===== src/rtl/tsc_pkg.sv =====
// Package for the timer status and control stage.
// Notes on behaviour
// - Counter passing modulo sets wrap flag bit 7.
// - Flag clears by read-while-set then write zero.
// - Writing one to the flag changes nothing.
// - Wrap between read and write voids clear.
// - Enable bit 6 drives request while flag set.
// - Bit 5 selects up or up-down counting.
// - Bits 4-3 pick none, system, fixed, external.
// - Prescale field divides by two to value.
// - New prescale acts on the next cycle.
// - Counter and modulo compare are 16 bits.
// - Control write restarts both coherency buffers.
package tsc_pkg;
  localparam logic [3:0]  TSC_OFS_CTRL     = 4'h0;
  localparam logic [3:0]  TSC_OFS_COUNT    = 4'h4;
  localparam logic [3:0]  TSC_OFS_MODULO   = 4'h8;
  localparam logic [3:0]  TSC_OFS_HOLD     = 4'hC;
  localparam int          TSC_BIT_FLAG     = 7;
  localparam int          TSC_BIT_IRQ_EN   = 6;
  localparam int          TSC_BIT_CPWM     = 5;
  localparam int          TSC_BIT_CLK_HI   = 4;
  localparam int          TSC_BIT_CLK_LO   = 3;
  localparam int          TSC_BIT_PS_HI    = 2;
  localparam logic [7:0]  TSC_CTRL_RESET   = 8'h00;
  localparam logic [15:0] TSC_COUNT_RESET  = 16'h0000;
  localparam logic [15:0] TSC_MODULO_RESET = 16'h0000;
  localparam logic [15:0] TSC_COUNT_MAX    = 16'hFFFF;
  localparam logic [1:0]  TSC_RESP_OKAY    = 2'h0;
  localparam logic [1:0]  TSC_RESP_SLVERR  = 2'h2;
  localparam logic [1:0]  TSC_CLK_NONE     = 2'h0;
  localparam logic [1:0]  TSC_CLK_SYSTEM   = 2'h1;
  localparam logic [1:0]  TSC_CLK_FIXED    = 2'h2;
  localparam logic [1:0]  TSC_CLK_EXTERNAL = 2'h3;

  typedef struct packed {
    logic       wrap_flag;
    logic       irq_en;
    logic       cpwm;
    logic [1:0] clk_sel;
    logic [2:0] ps;
  } tsc_ctrl_s;
endpackage


===== src/rtl/tsc_prescaler.sv =====
// Clock source selection and binary prescaler.
`timescale 1ns/1ps
module tsc_prescaler (
  input  wire logic       aclk,
  input  wire logic       aresetn,
  input  wire logic [1:0] clk_sel,
  input  wire logic [2:0] ps,
  input  wire logic       fixed_clk_pin,
  input  wire logic       ext_clk_pin,
  output logic            tick
);
  import tsc_pkg::*;

  logic [2:0] fix_sync_r;
  logic [2:0] ext_sync_r;
  logic [6:0] div_r;
  logic [6:0] mask;
  logic       src_tick;

  // Two flops, then an edge stage
  always_ff @(posedge aclk) begin
    if (!aresetn) begin
      fix_sync_r <= 3'h0;
      ext_sync_r <= 3'h0;
    end else begin
      fix_sync_r <= {fix_sync_r[1:0], fixed_clk_pin};
      ext_sync_r <= {ext_sync_r[1:0], ext_clk_pin};
    end
  end

  always_comb begin
    unique case (clk_sel)
      TSC_CLK_NONE:     src_tick = 1'b0;
      TSC_CLK_SYSTEM:   src_tick = 1'b1;
      TSC_CLK_FIXED:    src_tick = fix_sync_r[1] & ~fix_sync_r[2];
      TSC_CLK_EXTERNAL: src_tick = ext_sync_r[1] & ~ext_sync_r[2];
    endcase
  end

  // Mask of ps low ones, decoded as one shifted by ps minus one
  assign mask = 7'(({7'h00, 1'b1} << ps) - 8'h01);
  assign tick = src_tick & ((div_r & mask) == mask);

  always_ff @(posedge aclk) begin
    if (!aresetn) begin
      div_r <= 7'h00;
    end else if (src_tick) begin
      div_r <= div_r + 7'h01;
    end
  end
endmodule


===== src/rtl/tsc_top.sv =====
// Timer status and control stage with counter and AXI4-Lite slave.
//
// The placing of the registers and register access over AXI4-Lite were chosen for this implementation.
`timescale 1ns/1ps
module tsc_top (
  input  wire logic        aclk,
  input  wire logic        aresetn,
  input  wire logic [3:0]  s_axi_awaddr,
  input  wire logic [2:0]  s_axi_awprot,
  input  wire logic        s_axi_awvalid,
  output logic             s_axi_awready,
  input  wire logic [31:0] s_axi_wdata,
  input  wire logic [3:0]  s_axi_wstrb,
  input  wire logic        s_axi_wvalid,
  output logic             s_axi_wready,
  output logic [1:0]       s_axi_bresp,
  output logic             s_axi_bvalid,
  input  wire logic        s_axi_bready,
  input  wire logic [3:0]  s_axi_araddr,
  input  wire logic [2:0]  s_axi_arprot,
  input  wire logic        s_axi_arvalid,
  output logic             s_axi_arready,
  output logic [31:0]      s_axi_rdata,
  output logic [1:0]       s_axi_rresp,
  output logic             s_axi_rvalid,
  input  wire logic        s_axi_rready,
  input  wire logic        fixed_clk_pin,
  input  wire logic        ext_clk_pin,
  output logic             wrap_irq,
  output logic             wrap_pulse,
  output logic             count_down,
  output logic             prescaled_tick,
  output logic [15:0]      count_value
);
  import tsc_pkg::*;

  tsc_ctrl_s   ctrl_r;
  logic [15:0] count_r;
  logic [15:0] modulo_r;
  logic [15:0] mod_buf_r;
  logic [1:0]  mod_loaded_r;
  logic [15:0] hold_r;
  logic        hold_valid_r;
  logic        down_r;
  logic        arm_r;
  logic        wrap_pulse_r;
  logic [3:0]  aw_addr_r;
  logic        aw_held_r;
  logic [31:0] w_data_r;
  logic [3:0]  w_strb_r;
  logic        w_held_r;
  logic        bvalid_r;
  logic [1:0]  bresp_r;
  logic        rvalid_r;
  logic [31:0] rdata_r;
  logic [1:0]  rresp_r;
  logic        tick;
  logic        wr_fire;
  logic        rd_fire;
  logic        wr_ctrl;
  logic        wr_count;
  logic        wr_mod;
  logic        rd_ctrl;
  logic        rd_count;
  logic        wrap_evt;
  logic        flag_clear;
  logic [15:0] top;
  logic [1:0]  mod_next;

  function automatic logic is_mapped(input logic [3:0] a);
    return a == TSC_OFS_CTRL || a == TSC_OFS_COUNT ||
           a == TSC_OFS_MODULO || a == TSC_OFS_HOLD;
  endfunction

  tsc_prescaler u_presc (
    .aclk          (aclk),
    .aresetn       (aresetn),
    .clk_sel       (ctrl_r.clk_sel),
    .ps            (ctrl_r.ps),
    .fixed_clk_pin (fixed_clk_pin),
    .ext_clk_pin   (ext_clk_pin),
    .tick          (tick)
  );

  // Bus handshakes
  assign s_axi_awready = !aw_held_r;
  assign s_axi_wready  = !w_held_r;
  assign s_axi_arready = !rvalid_r;
  assign s_axi_bvalid  = bvalid_r;
  assign s_axi_bresp   = bresp_r;
  assign s_axi_rvalid  = rvalid_r;
  assign s_axi_rdata   = rdata_r;
  assign s_axi_rresp   = rresp_r;

  assign wr_fire  = aw_held_r && w_held_r && !bvalid_r;
  assign rd_fire  = s_axi_arvalid && !rvalid_r;
  assign wr_ctrl  = wr_fire && aw_addr_r == TSC_OFS_CTRL && w_strb_r[0];
  assign wr_count = wr_fire && aw_addr_r == TSC_OFS_COUNT &&
                    (|w_strb_r[1:0]);
  assign wr_mod   = wr_fire && aw_addr_r == TSC_OFS_MODULO &&
                    (|w_strb_r[1:0]);
  assign rd_ctrl  = rd_fire && s_axi_araddr == TSC_OFS_CTRL;
  assign rd_count = rd_fire && s_axi_araddr == TSC_OFS_COUNT;

  always_ff @(posedge aclk) begin
    if (!aresetn) begin
      aw_held_r <= 1'b0;
      aw_addr_r <= 4'h0;
    end else if (s_axi_awvalid && !aw_held_r) begin
      aw_held_r <= 1'b1;
      aw_addr_r <= {s_axi_awaddr[3:2], 2'h0};
    end else if (wr_fire) begin
      aw_held_r <= 1'b0;
    end
  end

  always_ff @(posedge aclk) begin
    if (!aresetn) begin
      w_held_r <= 1'b0;
      w_data_r <= 32'h0000_0000;
      w_strb_r <= 4'h0;
    end else if (s_axi_wvalid && !w_held_r) begin
      w_held_r <= 1'b1;
      w_data_r <= s_axi_wdata;
      w_strb_r <= s_axi_wstrb;
    end else if (wr_fire) begin
      w_held_r <= 1'b0;
    end
  end

  always_ff @(posedge aclk) begin
    if (!aresetn) begin
      bvalid_r <= 1'b0;
      bresp_r  <= TSC_RESP_OKAY;
    end else if (wr_fire) begin
      bvalid_r <= 1'b1;
      bresp_r  <= is_mapped(aw_addr_r) ? TSC_RESP_OKAY : TSC_RESP_SLVERR;
    end else if (s_axi_bready) begin
      bvalid_r <= 1'b0;
    end
  end

  always_ff @(posedge aclk) begin
    if (!aresetn) begin
      rvalid_r <= 1'b0;
      rdata_r  <= 32'h0000_0000;
      rresp_r  <= TSC_RESP_OKAY;
    end else if (rd_fire) begin
      rvalid_r <= 1'b1;
      rresp_r  <= is_mapped({s_axi_araddr[3:2], 2'h0}) ?
                  TSC_RESP_OKAY : TSC_RESP_SLVERR;
      unique case ({s_axi_araddr[3:2], 2'h0})
        TSC_OFS_CTRL:   rdata_r <= {24'h000000, ctrl_r};
        TSC_OFS_COUNT:  rdata_r <= {16'h0000, count_r};
        TSC_OFS_MODULO: rdata_r <= {16'h0000, modulo_r};
        TSC_OFS_HOLD:   rdata_r <= {15'h0000, hold_valid_r, hold_r};
        default:        rdata_r <= 32'h0000_0000;
      endcase
    end else if (s_axi_rready) begin
      rvalid_r <= 1'b0;
    end
  end

  // Counter and wrap detection
  assign top = (modulo_r == TSC_MODULO_RESET) ? TSC_COUNT_MAX : modulo_r;
  assign wrap_evt = tick && !down_r && count_r >= top;

  always_ff @(posedge aclk) begin
    if (!aresetn) begin
      count_r <= TSC_COUNT_RESET;
      down_r  <= 1'b0;
    end else if (wr_count) begin
      count_r <= TSC_COUNT_RESET;
      down_r  <= 1'b0;
    end else if (!ctrl_r.cpwm) begin
      down_r <= 1'b0;
      if (tick) begin
        count_r <= wrap_evt ? TSC_COUNT_RESET : count_r + 16'h0001;
      end
    end else if (tick) begin
      if (wrap_evt) begin
        down_r  <= 1'b1;
        count_r <= count_r - 16'h0001;
      end else if (down_r && count_r == TSC_COUNT_RESET) begin
        down_r  <= 1'b0;
        count_r <= count_r + 16'h0001;
      end else if (down_r) begin
        count_r <= count_r - 16'h0001;
      end else begin
        count_r <= count_r + 16'h0001;
      end
    end
  end

  // Clear only when armed, writing zero, and no wrap since the read
  assign flag_clear = wr_ctrl && arm_r && !w_data_r[TSC_BIT_FLAG];

  always_ff @(posedge aclk) begin
    if (!aresetn) begin
      arm_r <= 1'b0;
    end else if (wrap_evt || wr_ctrl) begin
      arm_r <= 1'b0;
    end else if (rd_ctrl && ctrl_r.wrap_flag) begin
      arm_r <= 1'b1;
    end
  end

  always_ff @(posedge aclk) begin
    if (!aresetn) begin
      ctrl_r <= TSC_CTRL_RESET;
    end else begin
      if (wrap_evt) begin
        ctrl_r.wrap_flag <= 1'b1;
      end else if (flag_clear) begin
        ctrl_r.wrap_flag <= 1'b0;
      end
      if (wr_ctrl) begin
        ctrl_r.irq_en  <= w_data_r[TSC_BIT_IRQ_EN];
        ctrl_r.cpwm    <= w_data_r[TSC_BIT_CPWM];
        ctrl_r.clk_sel <= w_data_r[TSC_BIT_CLK_HI:TSC_BIT_CLK_LO];
        ctrl_r.ps      <= w_data_r[TSC_BIT_PS_HI:0];
      end
    end
  end

  // Modulo write buffer, updated once both bytes are in
  assign mod_next = mod_loaded_r | w_strb_r[1:0];

  always_ff @(posedge aclk) begin
    if (!aresetn) begin
      modulo_r     <= TSC_MODULO_RESET;
      mod_buf_r    <= TSC_MODULO_RESET;
      mod_loaded_r <= 2'h0;
    end else if (wr_ctrl) begin
      mod_loaded_r <= 2'h0;
    end else if (wr_mod) begin
      if (w_strb_r[0]) mod_buf_r[7:0] <= w_data_r[7:0];
      if (w_strb_r[1]) mod_buf_r[15:8] <= w_data_r[15:8];
      if (mod_next == 2'h3) begin
        modulo_r[7:0]  <= w_strb_r[0] ? w_data_r[7:0] : mod_buf_r[7:0];
        modulo_r[15:8] <= w_strb_r[1] ? w_data_r[15:8] : mod_buf_r[15:8];
        mod_loaded_r   <= 2'h0;
      end else begin
        mod_loaded_r <= mod_next;
      end
    end
  end

  // Counter read coherency buffer
  always_ff @(posedge aclk) begin
    if (!aresetn) begin
      hold_r       <= TSC_COUNT_RESET;
      hold_valid_r <= 1'b0;
    end else if (wr_ctrl || wr_count) begin
      hold_valid_r <= 1'b0;
    end else if (rd_count) begin
      hold_r       <= count_r;
      hold_valid_r <= 1'b1;
    end
  end

  always_ff @(posedge aclk) begin
    if (!aresetn) begin
      wrap_pulse_r <= 1'b0;
    end else begin
      wrap_pulse_r <= wrap_evt;
    end
  end

  assign wrap_irq       = ctrl_r.wrap_flag & ctrl_r.irq_en;
  assign wrap_pulse     = wrap_pulse_r;
  assign count_down     = down_r;
  assign prescaled_tick = tick;
  assign count_value    = count_r;
endmodule


===== config.mk =====
export PLATFORM = sky130hd
export DESIGN_NAME = tsc_top
export DESIGN_NICKNAME = d
export VERILOG_FILES = /design/src/rtl/tsc_pkg.sv /design/src/rtl/tsc_prescaler.sv /design/src/rtl/tsc_top.sv
export SDC_FILE = /design/constraint.sdc
export NUM_CORES = 1
export LEC_CHECK = 0
export BUFFER_PORTS_ARGS = -buffer_cell sky130_fd_sc_hd__buf_2
export CORE_MARGIN = 2
export CORE_UTILIZATION = 58
export CTS_BUF_LIST = sky130_fd_sc_hd__clkbuf_8
export DETAILED_ROUTE_END_ITERATION = 8
export MAX_ROUTING_LAYER = met4
export PLACE_DENSITY = 0.93
export SLEW_MARGIN = 10
export SYNTH_ARGS = -nofsm -noshare
export SYNTH_HDL_FRONTEND = slang
export SYNTH_SLANG_ARGS = --single-unit

===== constraint.sdc =====
create_clock -name aclk -period 4.9 [get_ports aclk]
set_clock_uncertainty 0.2 [all_clocks]
set_input_delay 0.245 -clock aclk [delete_from_list [all_inputs] [get_ports aclk]]
set_output_delay 0.245 -clock aclk [all_outputs]
set_load 0.03 [all_outputs]

After elaboration in Yosys (flattened, before gate mapping). Cells that the tools add are included.

Muxes and demuxes: 26. $lt $le $gt $ge: 1. Bitwise operators: 12. Reduce and logical (&&, ||, !) cells: 55. Equal/unequal tests: 12. Shift-type cells: 1. Add/subtract/negate cells: 4. Divide/modulo/power cells: 0. Multiply operators: 0.

Operator list (count): $mux 16 (8); $pmux 32 s4 (1); $logic_not 16->1 (2); $logic_and 1x1->1 (19); $add 16x1->16 const B (1); $ge 16x16->1 (1); $mux 8 (2); $sub 16x1->16 const B (1); $eq 2x2->1 const B (7); $reduce_bool 2->1 (6); $mux 1 (11); $reduce_or 2->1 (5); $logic_not 4->1 (2); $logic_or 1x1->1 (8); $add 7x1->7 const B (1); $and 7x7->7 (1); $eq 7x7->1 (1); $shl 1x3->7 const A (1); $sub 7x1->7 const B (1); $eq 2x1->1 const B (3); $logic_not 1->1 (6); $mux 2 (3); $not 1->1 (6); $reduce_and 2->1 (3); other kinds (7) (11).

RAM bits: 0. Register bits after elaboration: 151. Latch bits: 0. Input port bits: 59. Output and inout bits: 61. Memories kept: 0. Bits in read-only memories: 0.

Depth between registers and ports, before layout. Gate-level depths: netlist of the first run.

Word-level depth: 10. Mapped depth: 16.

Cells and area by module. From an unflattened synthesis of the first run, not the netlist that was laid out.

Cells, all modules: 809. Area total of the unflattened synthesis: 7108.1 µm².

Modules (own cells, without submodules): tsc_top (times used 1, cells each 747, area each 6523.8 µm², sequential area each 2422.3 µm²); tsc_prescaler (times used 1, cells each 62, area each 584.3 µm², sequential area each 260.2 µm²).

Worst setup path before layout of the first run. No wires, ideal clock.

Kind: register -> register. From: register modulo_r[3]. To: register count_r[8], in the netlist count_value[8]. Path buffers: 2. Data arrival time: 3.118 ns. Path slack: 1.465 ns. Cell stages (with the launch flop): 15. Cell sequence: dfxtp_1 > nor4_1 > and4_1 > clkbuf_1 > clkbuf_1 > nor2_1 > ha_1 > nand4_1 > nor3_1 > a311o_1 > o31ai_4 > nor2_1 > nor2_4 > a221o_1 > a32o_1.

Word-level cells in the longest chain between the ends: 7. Elaborated cells on any way between the ends: 9.

RTL lines: start: declaration (RTL line tsc_top.sv:39) `logic [15:0] modulo_r;`; start signal: assignment (RTL line tsc_top.sv:240) `modulo_r[7:0] <= w_strb_r[0] ? w_data_r[7:0] : mod_buf_r[7:0];`; $logic_not 16->1 (RTL line tsc_top.sv:165) `assign top = (modulo_r == TSC_MODULO_RESET) ? TSC_COUNT_MAX : modulo_r;`; $mux 16 (*) (RTL line tsc_top.sv:165); $ge 16x16->1 (*) (RTL line tsc_top.sv:166) `assign wrap_evt = tick && !down_r && count_r >= top;`; $logic_and 1x1->1 (*) (RTL line tsc_top.sv:166); $mux 16 (on tied branches) (RTL line tsc_top.sv:178, tsc_top.sv:181); $mux 16 (on tied branches) (RTL line tsc_top.sv:177, tsc_top.sv:180); $mux 16 (*) (RTL line tsc_top.sv:175) `end else if (!ctrl_r.cpwm) begin`; end signal: assignment (RTL line tsc_top.sv:178) `count_r <= wrap_evt ? TSC_COUNT_RESET : count_r + 16'h0001;`; end signal: assignment (RTL line tsc_top.sv:183) `count_r <= count_r - 16'h0001;`; end signal: assignment (RTL line tsc_top.sv:186) `count_r <= count_r + 16'h0001;`; end: declaration (RTL line tsc_top.sv:38) `logic [15:0] count_r;`.

Every way passes the cells marked *; elsewhere a longest branch is shown, timed or not. The select of a mux whose other input is x is not followed. A chain may end at the register's enable or synchronous reset.

Final worst setup path of the first run.
From: register modulo_r[0]. To: register count_r[12], in the netlist count_value[12].

Same word-level chain as after synthesis.

==> results of run 1 <==
[layout make-up]
class	instances	area share
Multi-Input combinational cell	593	0.4899
Sequential cell	134	0.3361
Timing Repair Buffer	111	0.08967
Clock buffer	18	0.03104
Clock inverter	14	0.02477
Tap cell	143	0.02242
Inverter	13	0.006114
[stage by stage]
step	area, sq um	instances	util	hold WS [ps]
finish	7981	1026	0.6901	94.71
global route	7981	1026	0.6901	110.6
CTS	7981	1026	0.6901	59.09
detailed placement	7246	965	0.6265	225.9
global placement	7246	965	0.6265	217.6
floorplan	6993	812	-	160.8
[cell families after synthesis]
| logic type | after synthesis |
|---|---|
| multiplexers | 62 |
| flip-flops | 134 |
| XOR/XNOR | 8 |
| adder cells (fa/ha/maj) | 19 |
| other | 1 |
| buffers and inverters | 85 |
| AO/OA/AOI/OAI | 167 |
| AND/OR/NAND/NOR | 320 |
[sequential cells by signal, summed over array words and instances, names as in the netlist, 2 cells and up]
| signal | count |
|---|---|
| s_axi_rdata | 17 |
| count_value | 16 |
| hold_r | 16 |
| mod_buf_r | 16 |
| modulo_r | 16 |
| w_data_r | 16 |
| ctrl_r | 8 |
| u_presc.div_r | 7 |
| u_presc.ext_sync_r | 3 |
| u_presc.fix_sync_r | 3 |
| aw_addr_r | 2 |
| mod_loaded_r | 2 |
| w_strb_r | 2 |
[placed cells by master, fill, tap and decap left out, types with 5 or more instances in the layout]
master	instances
a211oi_1	6
a21boi_0	46
a21oi_1	28
a221oi_1	12
a31oi_1	5
and2_1	13
and3_1	12
buf_2	76
buf_4	6
clkbuf_8	18
conb_1	17
dfxtp_1	134
dlygate4sd3_1	29
ha_1	19
inv_1	13
mux2_2	10
mux2i_1	44
mux4_2	8
nand2_1	124
nand2b_1	5
nand3_1	22
nand4_1	9
nor2_1	59
nor2b_1	33
nor3_1	11
nor3b_1	10
nor4_1	6
o211a_1	17
o211ai_1	5
o21ai_0	17
xnor2_1	5
[power by group through the flow]
| stage | sequential [mW] | combinational, mW | clock (mW) |
|---|---|---|---|
| CTS | 1.13 | 0.165 | 1.04 |
| floorplan | 1.16 | 0.112 | 0 |
| global route | 1.13 | 0.184 | 1.09 |
| finish | 1.13 | 0.170 | 1.03 |
| detailed placement | 1.15 | 0.146 | 0 |
| global placement | 1.15 | 0.145 | 0 |
[synth_stat cells, drive strengths merged, types with 11 or more instances]
master  instances
nand2         127
clkbuf         36
ha             19
nor2b          33
mux2i          44
dfxtp         134
inv            12
a21oi          28
o21ai          19
nor3b          11
and3           12
a21boi         46
o211a          17
buf            36
nor2           60
nand3          22
a221oi         12
and2           14
nor3           11
[worst max-delay path, cell delays in order, from the launching register on]
cell	delay, ps
dfxtp_1	350
nor4_1	410
and4_1	240
buf_4	210
or2_2	150
ha_1	210
nand2b_4	130
a2111o_1	410
a311o_1	330
nor2_1	120
o21a_1	510
mux2i_1	280
mux2i_1	210
a21oi_1	80
[routing by layer]
| metal | up-vias | GRT usage | wire, um |
|---|---|---|---|
| met4 | 0 | 0.1220 | 487 |
| met1 | 2871 | 0.3498 | 7001 |
| met2 | 326 | 0.4559 | 8206 |
| li1 | 2925 | - | - |
| met5 | - | - | 0 |
| met3 | 49 | 0.06213 | 1371 |
[how the worst min path moves through the flow]
stage                       endpoint  slack [ps]  cells after the start
6_report             s_axi_rdata[16]          90                      3
3_5_place_dp   u_presc.ext_sync_r[1]         230                      1
5_1_grt              s_axi_rdata[16]         110                      3
4_1_cts              s_axi_rdata[16]          60                      3
2_1_floorplan              aw_held_r         160                      2
3_3_place_gp   u_presc.ext_sync_r[1]         220                      1
==> summary.md, run 1 <==
| Metric | Value |
|---|---|
| Place WS | `1015 ps` |
| Post-Synth XOR/XNOR Area | `0.01011` |
| Min-delay src | `s_axi_araddr[3]` |
| Mux share of post-synthesis cell area | `0.1058` |
| Critical Path Start Type | `register` |
| Vias in the first global route | `5858` |
| Wire length of the first global-routing pass | `28.52 mm` |
| Multi-input combinational cell area | `0.003910 sq mm` |
| Core ar. | `0.01156 sq mm` |
| Number of port buffers | `76` |
| Tot Pwr | `2.328 mW` |
| Peak VDD IR | `243.7 uV` |
| DIE HEIGHT | `113.3 um` |
| Avg Inst Size Synth | `8.710 sq um` |
| Fin. max-slew vios | `0` |
| Routability cong. | `0.8964` |
| Fillers | `798` |
| Largest net degree at the start of global routing | `115` |
| Sink Count | `134` |
| Seq/Total Area, Yosys | `0.3869` |
| I/O pins | `120` |
| Setup ws final | `918.2 ps` |
| Yosys top cell area share | `0.3869` |
| Register area | `0.002683 sq mm` |
| Fin. Hold Viols | `0` |
| Endpoint type of the worst setup path | `register` |
| Total Routed Length | `17.07 mm` |
| Status | `completed` |
| Cell count after synthesis | `796` |
| Pint | `1.747 mW` |
| R2R Setup Slk | `920 ps` |
| Largest area contributor in the netlist | `dfxtp_1` |
| Leak Pwr | `3.528 nW` |
| RSZ-0062 raised after global routing | `false` |
| Layout area overhead | `15.12%` |
| Clock power frac | `0.442` |
| Crit path required time | `5030 ps` |
| Final nets | `948` |
| Number of flops mapped to enable cells by yosys | `0` |
| Slew margin rel. | `0.2240` |
| Comb pwr share | `0.073` |
| R2r worst-path depth | `13` |
| Crit path max fanout | `16` |
| Clk_lat worst skew | `450 ps` |
| Pwr dens | `291.7 mW/mm^2` |
| Fmax | `251.1 MHz` |
| Worst-Margin Slew | `1162 ps` |
| Total Routing Usage GR | `0.2854` |
| Yosys cell types | `65` |
| Post-layout min period | `3982 ps` |
| Worst r2r src | `modulo_r[0]` |
| Sw Pwr | `581.1 uW` |
| Die Area | `0.01284 sq mm` |
| Simple-gate portion of the synthesized area | `0.2243` |
| Row count | `39` |
| Post-CTS resize count | `0` |
| Max-cap violations | `0` |
| Adder-cell share of the synthesized area | `0.03429` |
| HPWL after DPL | `10.83 mm` |
| Root buffer cell | `clkbuf_8` |
| Hold Path Class | `input port to register` |
| Sequential power share | `0.485` |
| Post-synthesis compound-gate area fraction | `0.1776` |
| Number of remaining DRC errors | `0` |
| # setup viols final | `0` |
| Total gr overflow | `0` |
| Synthesized flop and latch total | `134` |
| Syn. warnings | `0` |
| Synth async-reset ratio | `0` |
| Antenna Violating Nets Remaining | `0` |
| Crit share post-route | `0.8126` |
| Die Wd | `113.3 um` |
| Router iterations before antenna repair | `6` |
| Antenna cells | `0` |
| Sw frac | `0.2496` |
| Netlist Area Pre-Place | `0.006933 sq mm` |
| Initial antenna violation count | `0` |
| Layout cells sized above 1 | `0.1653` |
| CTS buffer count | `17` |
| Synth area leaders | `dfxtp_1 39%, nand2_1 6.7%, mux2i_1 6.4%, a21boi_0 5.0%, ha_1 3.4%` |
| Crit path to | `count_value[12]` |
| Largest family of logic cells by synthesized area | `simple AND/OR/NAND/NOR gates` |
| Vias/cell | `6.015` |
| Synth Flop Type | `dfxtp_1` |
| Setup CP Type | `register to register` |
| Reg2reg end | `count_value[12]` |
| H-tree Lvls | `4` |
| Clock Path Buffers | `2` |
| Crit path launch | `modulo_r[0]` |
| Worst-path clk slew | `80 ps` |
| Post-DR wirelength/cell | `16.63 um` |
| CTS Hold Buffers Added | `29` |
| 1st-iter DRT viols | `656` |
| Starting Density | `0.5995` |
| Setup_tns | `0 ps` |
| Crit path arrival time | `4110 ps` |
| Setup repair bufs after CTS | `0` |
| CTS tree | `built` |
| Via count | `6171` |
(Power assumes the default switching activity.)
==> run 2, diff against run 1 <==
Clock period 4.9 ns to 3.8 ns, I/O delays scaled along.
==> run 2 against run 1 <==
Compared with the run above:
- sequential share of layout area is 0.72 points lower
- worst hold slack worse by 43 ps
- core utilization increased by 1.6 points
- critical path type unchanged
==> summary.md, run 2 (same netlist as run 1, synthesis figures left out) <==
| Metric | Value |
|---|---|
| Status | `completed` |
| Largest register FFs | `17` |
| Router iterations before antenna repair | `5` |
| Layout cells sized above 1 | `0.1907` |
| Crit share post-route | `0.9651` |
| Number of port buffers | `76` |
| DIE HEIGHT | `113.3 um` |
| Setup CP Type | `register to register` |
| Clock Path Buffers | `2` |
| Initial antenna violation count | `1` |
| Clk_lat worst skew | `460 ps` |
| HPWL after DPL | `11.36 mm` |
| Pwr dens | `360.4 mW/mm^2` |
| Register area | `0.002685 sq mm` |
| CTS tree | `built` |
| I/O pins | `120` |
| Root buffer cell | `clkbuf_8` |
| Fin. Hold Viols | `0` |
| Min-delay src | `s_axi_araddr[3]` |
| Die Wd | `113.3 um` |
| Fmax | `272.7 MHz` |
| 1st-iter DRT viols | `643` |
| Endpoint type of the worst setup path | `register` |
| Routability cong. | `0.9152` |
| Crit path max fanout | `5` |
| Starting Density | `0.5995` |
| CTS buffer count | `17` |
| Total Routing Usage GR | `0.2854` |
| Crit path launch | `modulo_r[11]` |
| Slew margin rel. | `0.2380` |
| Crit path required time | `3980 ps` |
| Peak VDD IR | `290.6 uV` |
| Layout area overhead | `17.74%` |
| Max-cap violations | `0` |
| Via count | `6257` |
| Row count | `39` |
| Largest net degree at the start of global routing | `64` |
| Commonest cells after routing, fill and taps aside | `132 x dfxtp_1, 124 x nand2_1, 76 x buf_2` |
| Multi-input combinational cell area | `0.003948 sq mm` |
| Number of remaining DRC errors | `0` |
| Vias/cell | `5.982` |
| Sink Count | `134` |
| Final nets | `967` |
| Critical Path Start Type | `register` |
| Post-layout min period | `3667 ps` |
| Most common cell after layout, fill and taps aside | `dfxtp_1` |
| Worst r2r src | `modulo_r[11]` |
| Fillers | `811` |
| Fin. max-slew vios | `0` |
| Worst-Margin Slew | `1141 ps` |
| Setup_tns | `0 ps` |
| Die Area | `0.01284 sq mm` |
| Vias in the first global route | `5793` |
| Worst-path clk slew | `80 ps` |
| RSZ-0062 raised after global routing | `false` |
| Core ar. | `0.01156 sq mm` |
| Post-DR wirelength/cell | `16.79 um` |
| Tot Pwr | `2.942 mW` |
| H-tree Lvls | `4` |
| Crit path arrival time | `3850 ps` |
| Total Routed Length | `17.56 mm` |
| Wire length of the first global-routing pass | `28.33 mm` |
| # setup viols final | `0` |
| Antenna Violating Nets Remaining | `0` |
| Hold Path Class | `input port to register` |
| Leak Pwr | `3.628 nW` |
| Total gr overflow | `0` |
[run 2: cell types whose count changed in the layout (fill, tap and decap cells not counted), sizes merged]
cell,change
buf,+19
clkinv,+2
bufinv,-1
clkbuf,-1
clkinvlp,-1
diode,+1
inv,+1
[run 2: metrics by stage]
step	hold slack (ps)	cells	setup slack, ps	utilization	instance area [sq um]
finish	51.61	1046	132.7	0.7058	8163
global route	30.69	1046	16.66	0.7058	8163
floorplan	105.8	812	364.5	-	6993
global placement	202.1	981	202.9	0.6369	7366
CTS	20.53	1042	71.19	0.6988	8082
detailed placement	204.8	981	99.86	0.6369	7366
[run 2: routing by layer]
metal / track usage / vias up / routed length, um
met5: - / - / 0
li1: - / 2965 / -
met1: 0.3451 / 2892 / 7078
met2: 0.4599 / 336 / 8468
met3: 0.06535 / 64 / 1446
met4: 0.1211 / 0 / 565
[run 2: final cells by class]
type	count	area share
repair buffers	130	0.1071
well taps	143	0.02192
flip-flops and latches	134	0.3289
inverters	13	0.005978
clock inverters	15	0.02345
diodes	1	0.0003066
clock buffers	17	0.02866
multi-input cells	593	0.4836
[run 2: path summary, 6_finish.rpt]
check                                        endpoint  slack (ps)  depth (start not counted)
worst min-delay path                  s_axi_rdata[16]          50                          3
worst max register to register         count_value[7]         130                         13
worst max-delay path                   count_value[7]         130                         13
worst min register to register  u_presc.fix_sync_r[1]         240                          1
[run 2: where the power goes]
group / switching, mW / internal (mW)
clock network: 0.602 / 0.664
logic: 0.137 / 0.0866
registers: 0.0239 / 1.43
total: 0.764 / 2.18
[run 2: worst max-delay path, cell delays in order, from the launching register on]
cell       delay [ps]
dfxtp_1           360
nor4_2            330
and4_4            290
or2_2             110
ha_1              210
nand2b_4          130
a2111o_1          410
a311o_1           330
o31ai_4           390
buf_4             190
nand2_2            70
a2111oi_4         320
a31oi_1            70
o211ai_1          180
[run 2: timing repair]
item	in CTS	in global routing
resized for setup	0	10
hold endpoints to repair	27	0
endpoints found under the setup margin	0	15
hold buffers	29	0
setup buffers	0	3
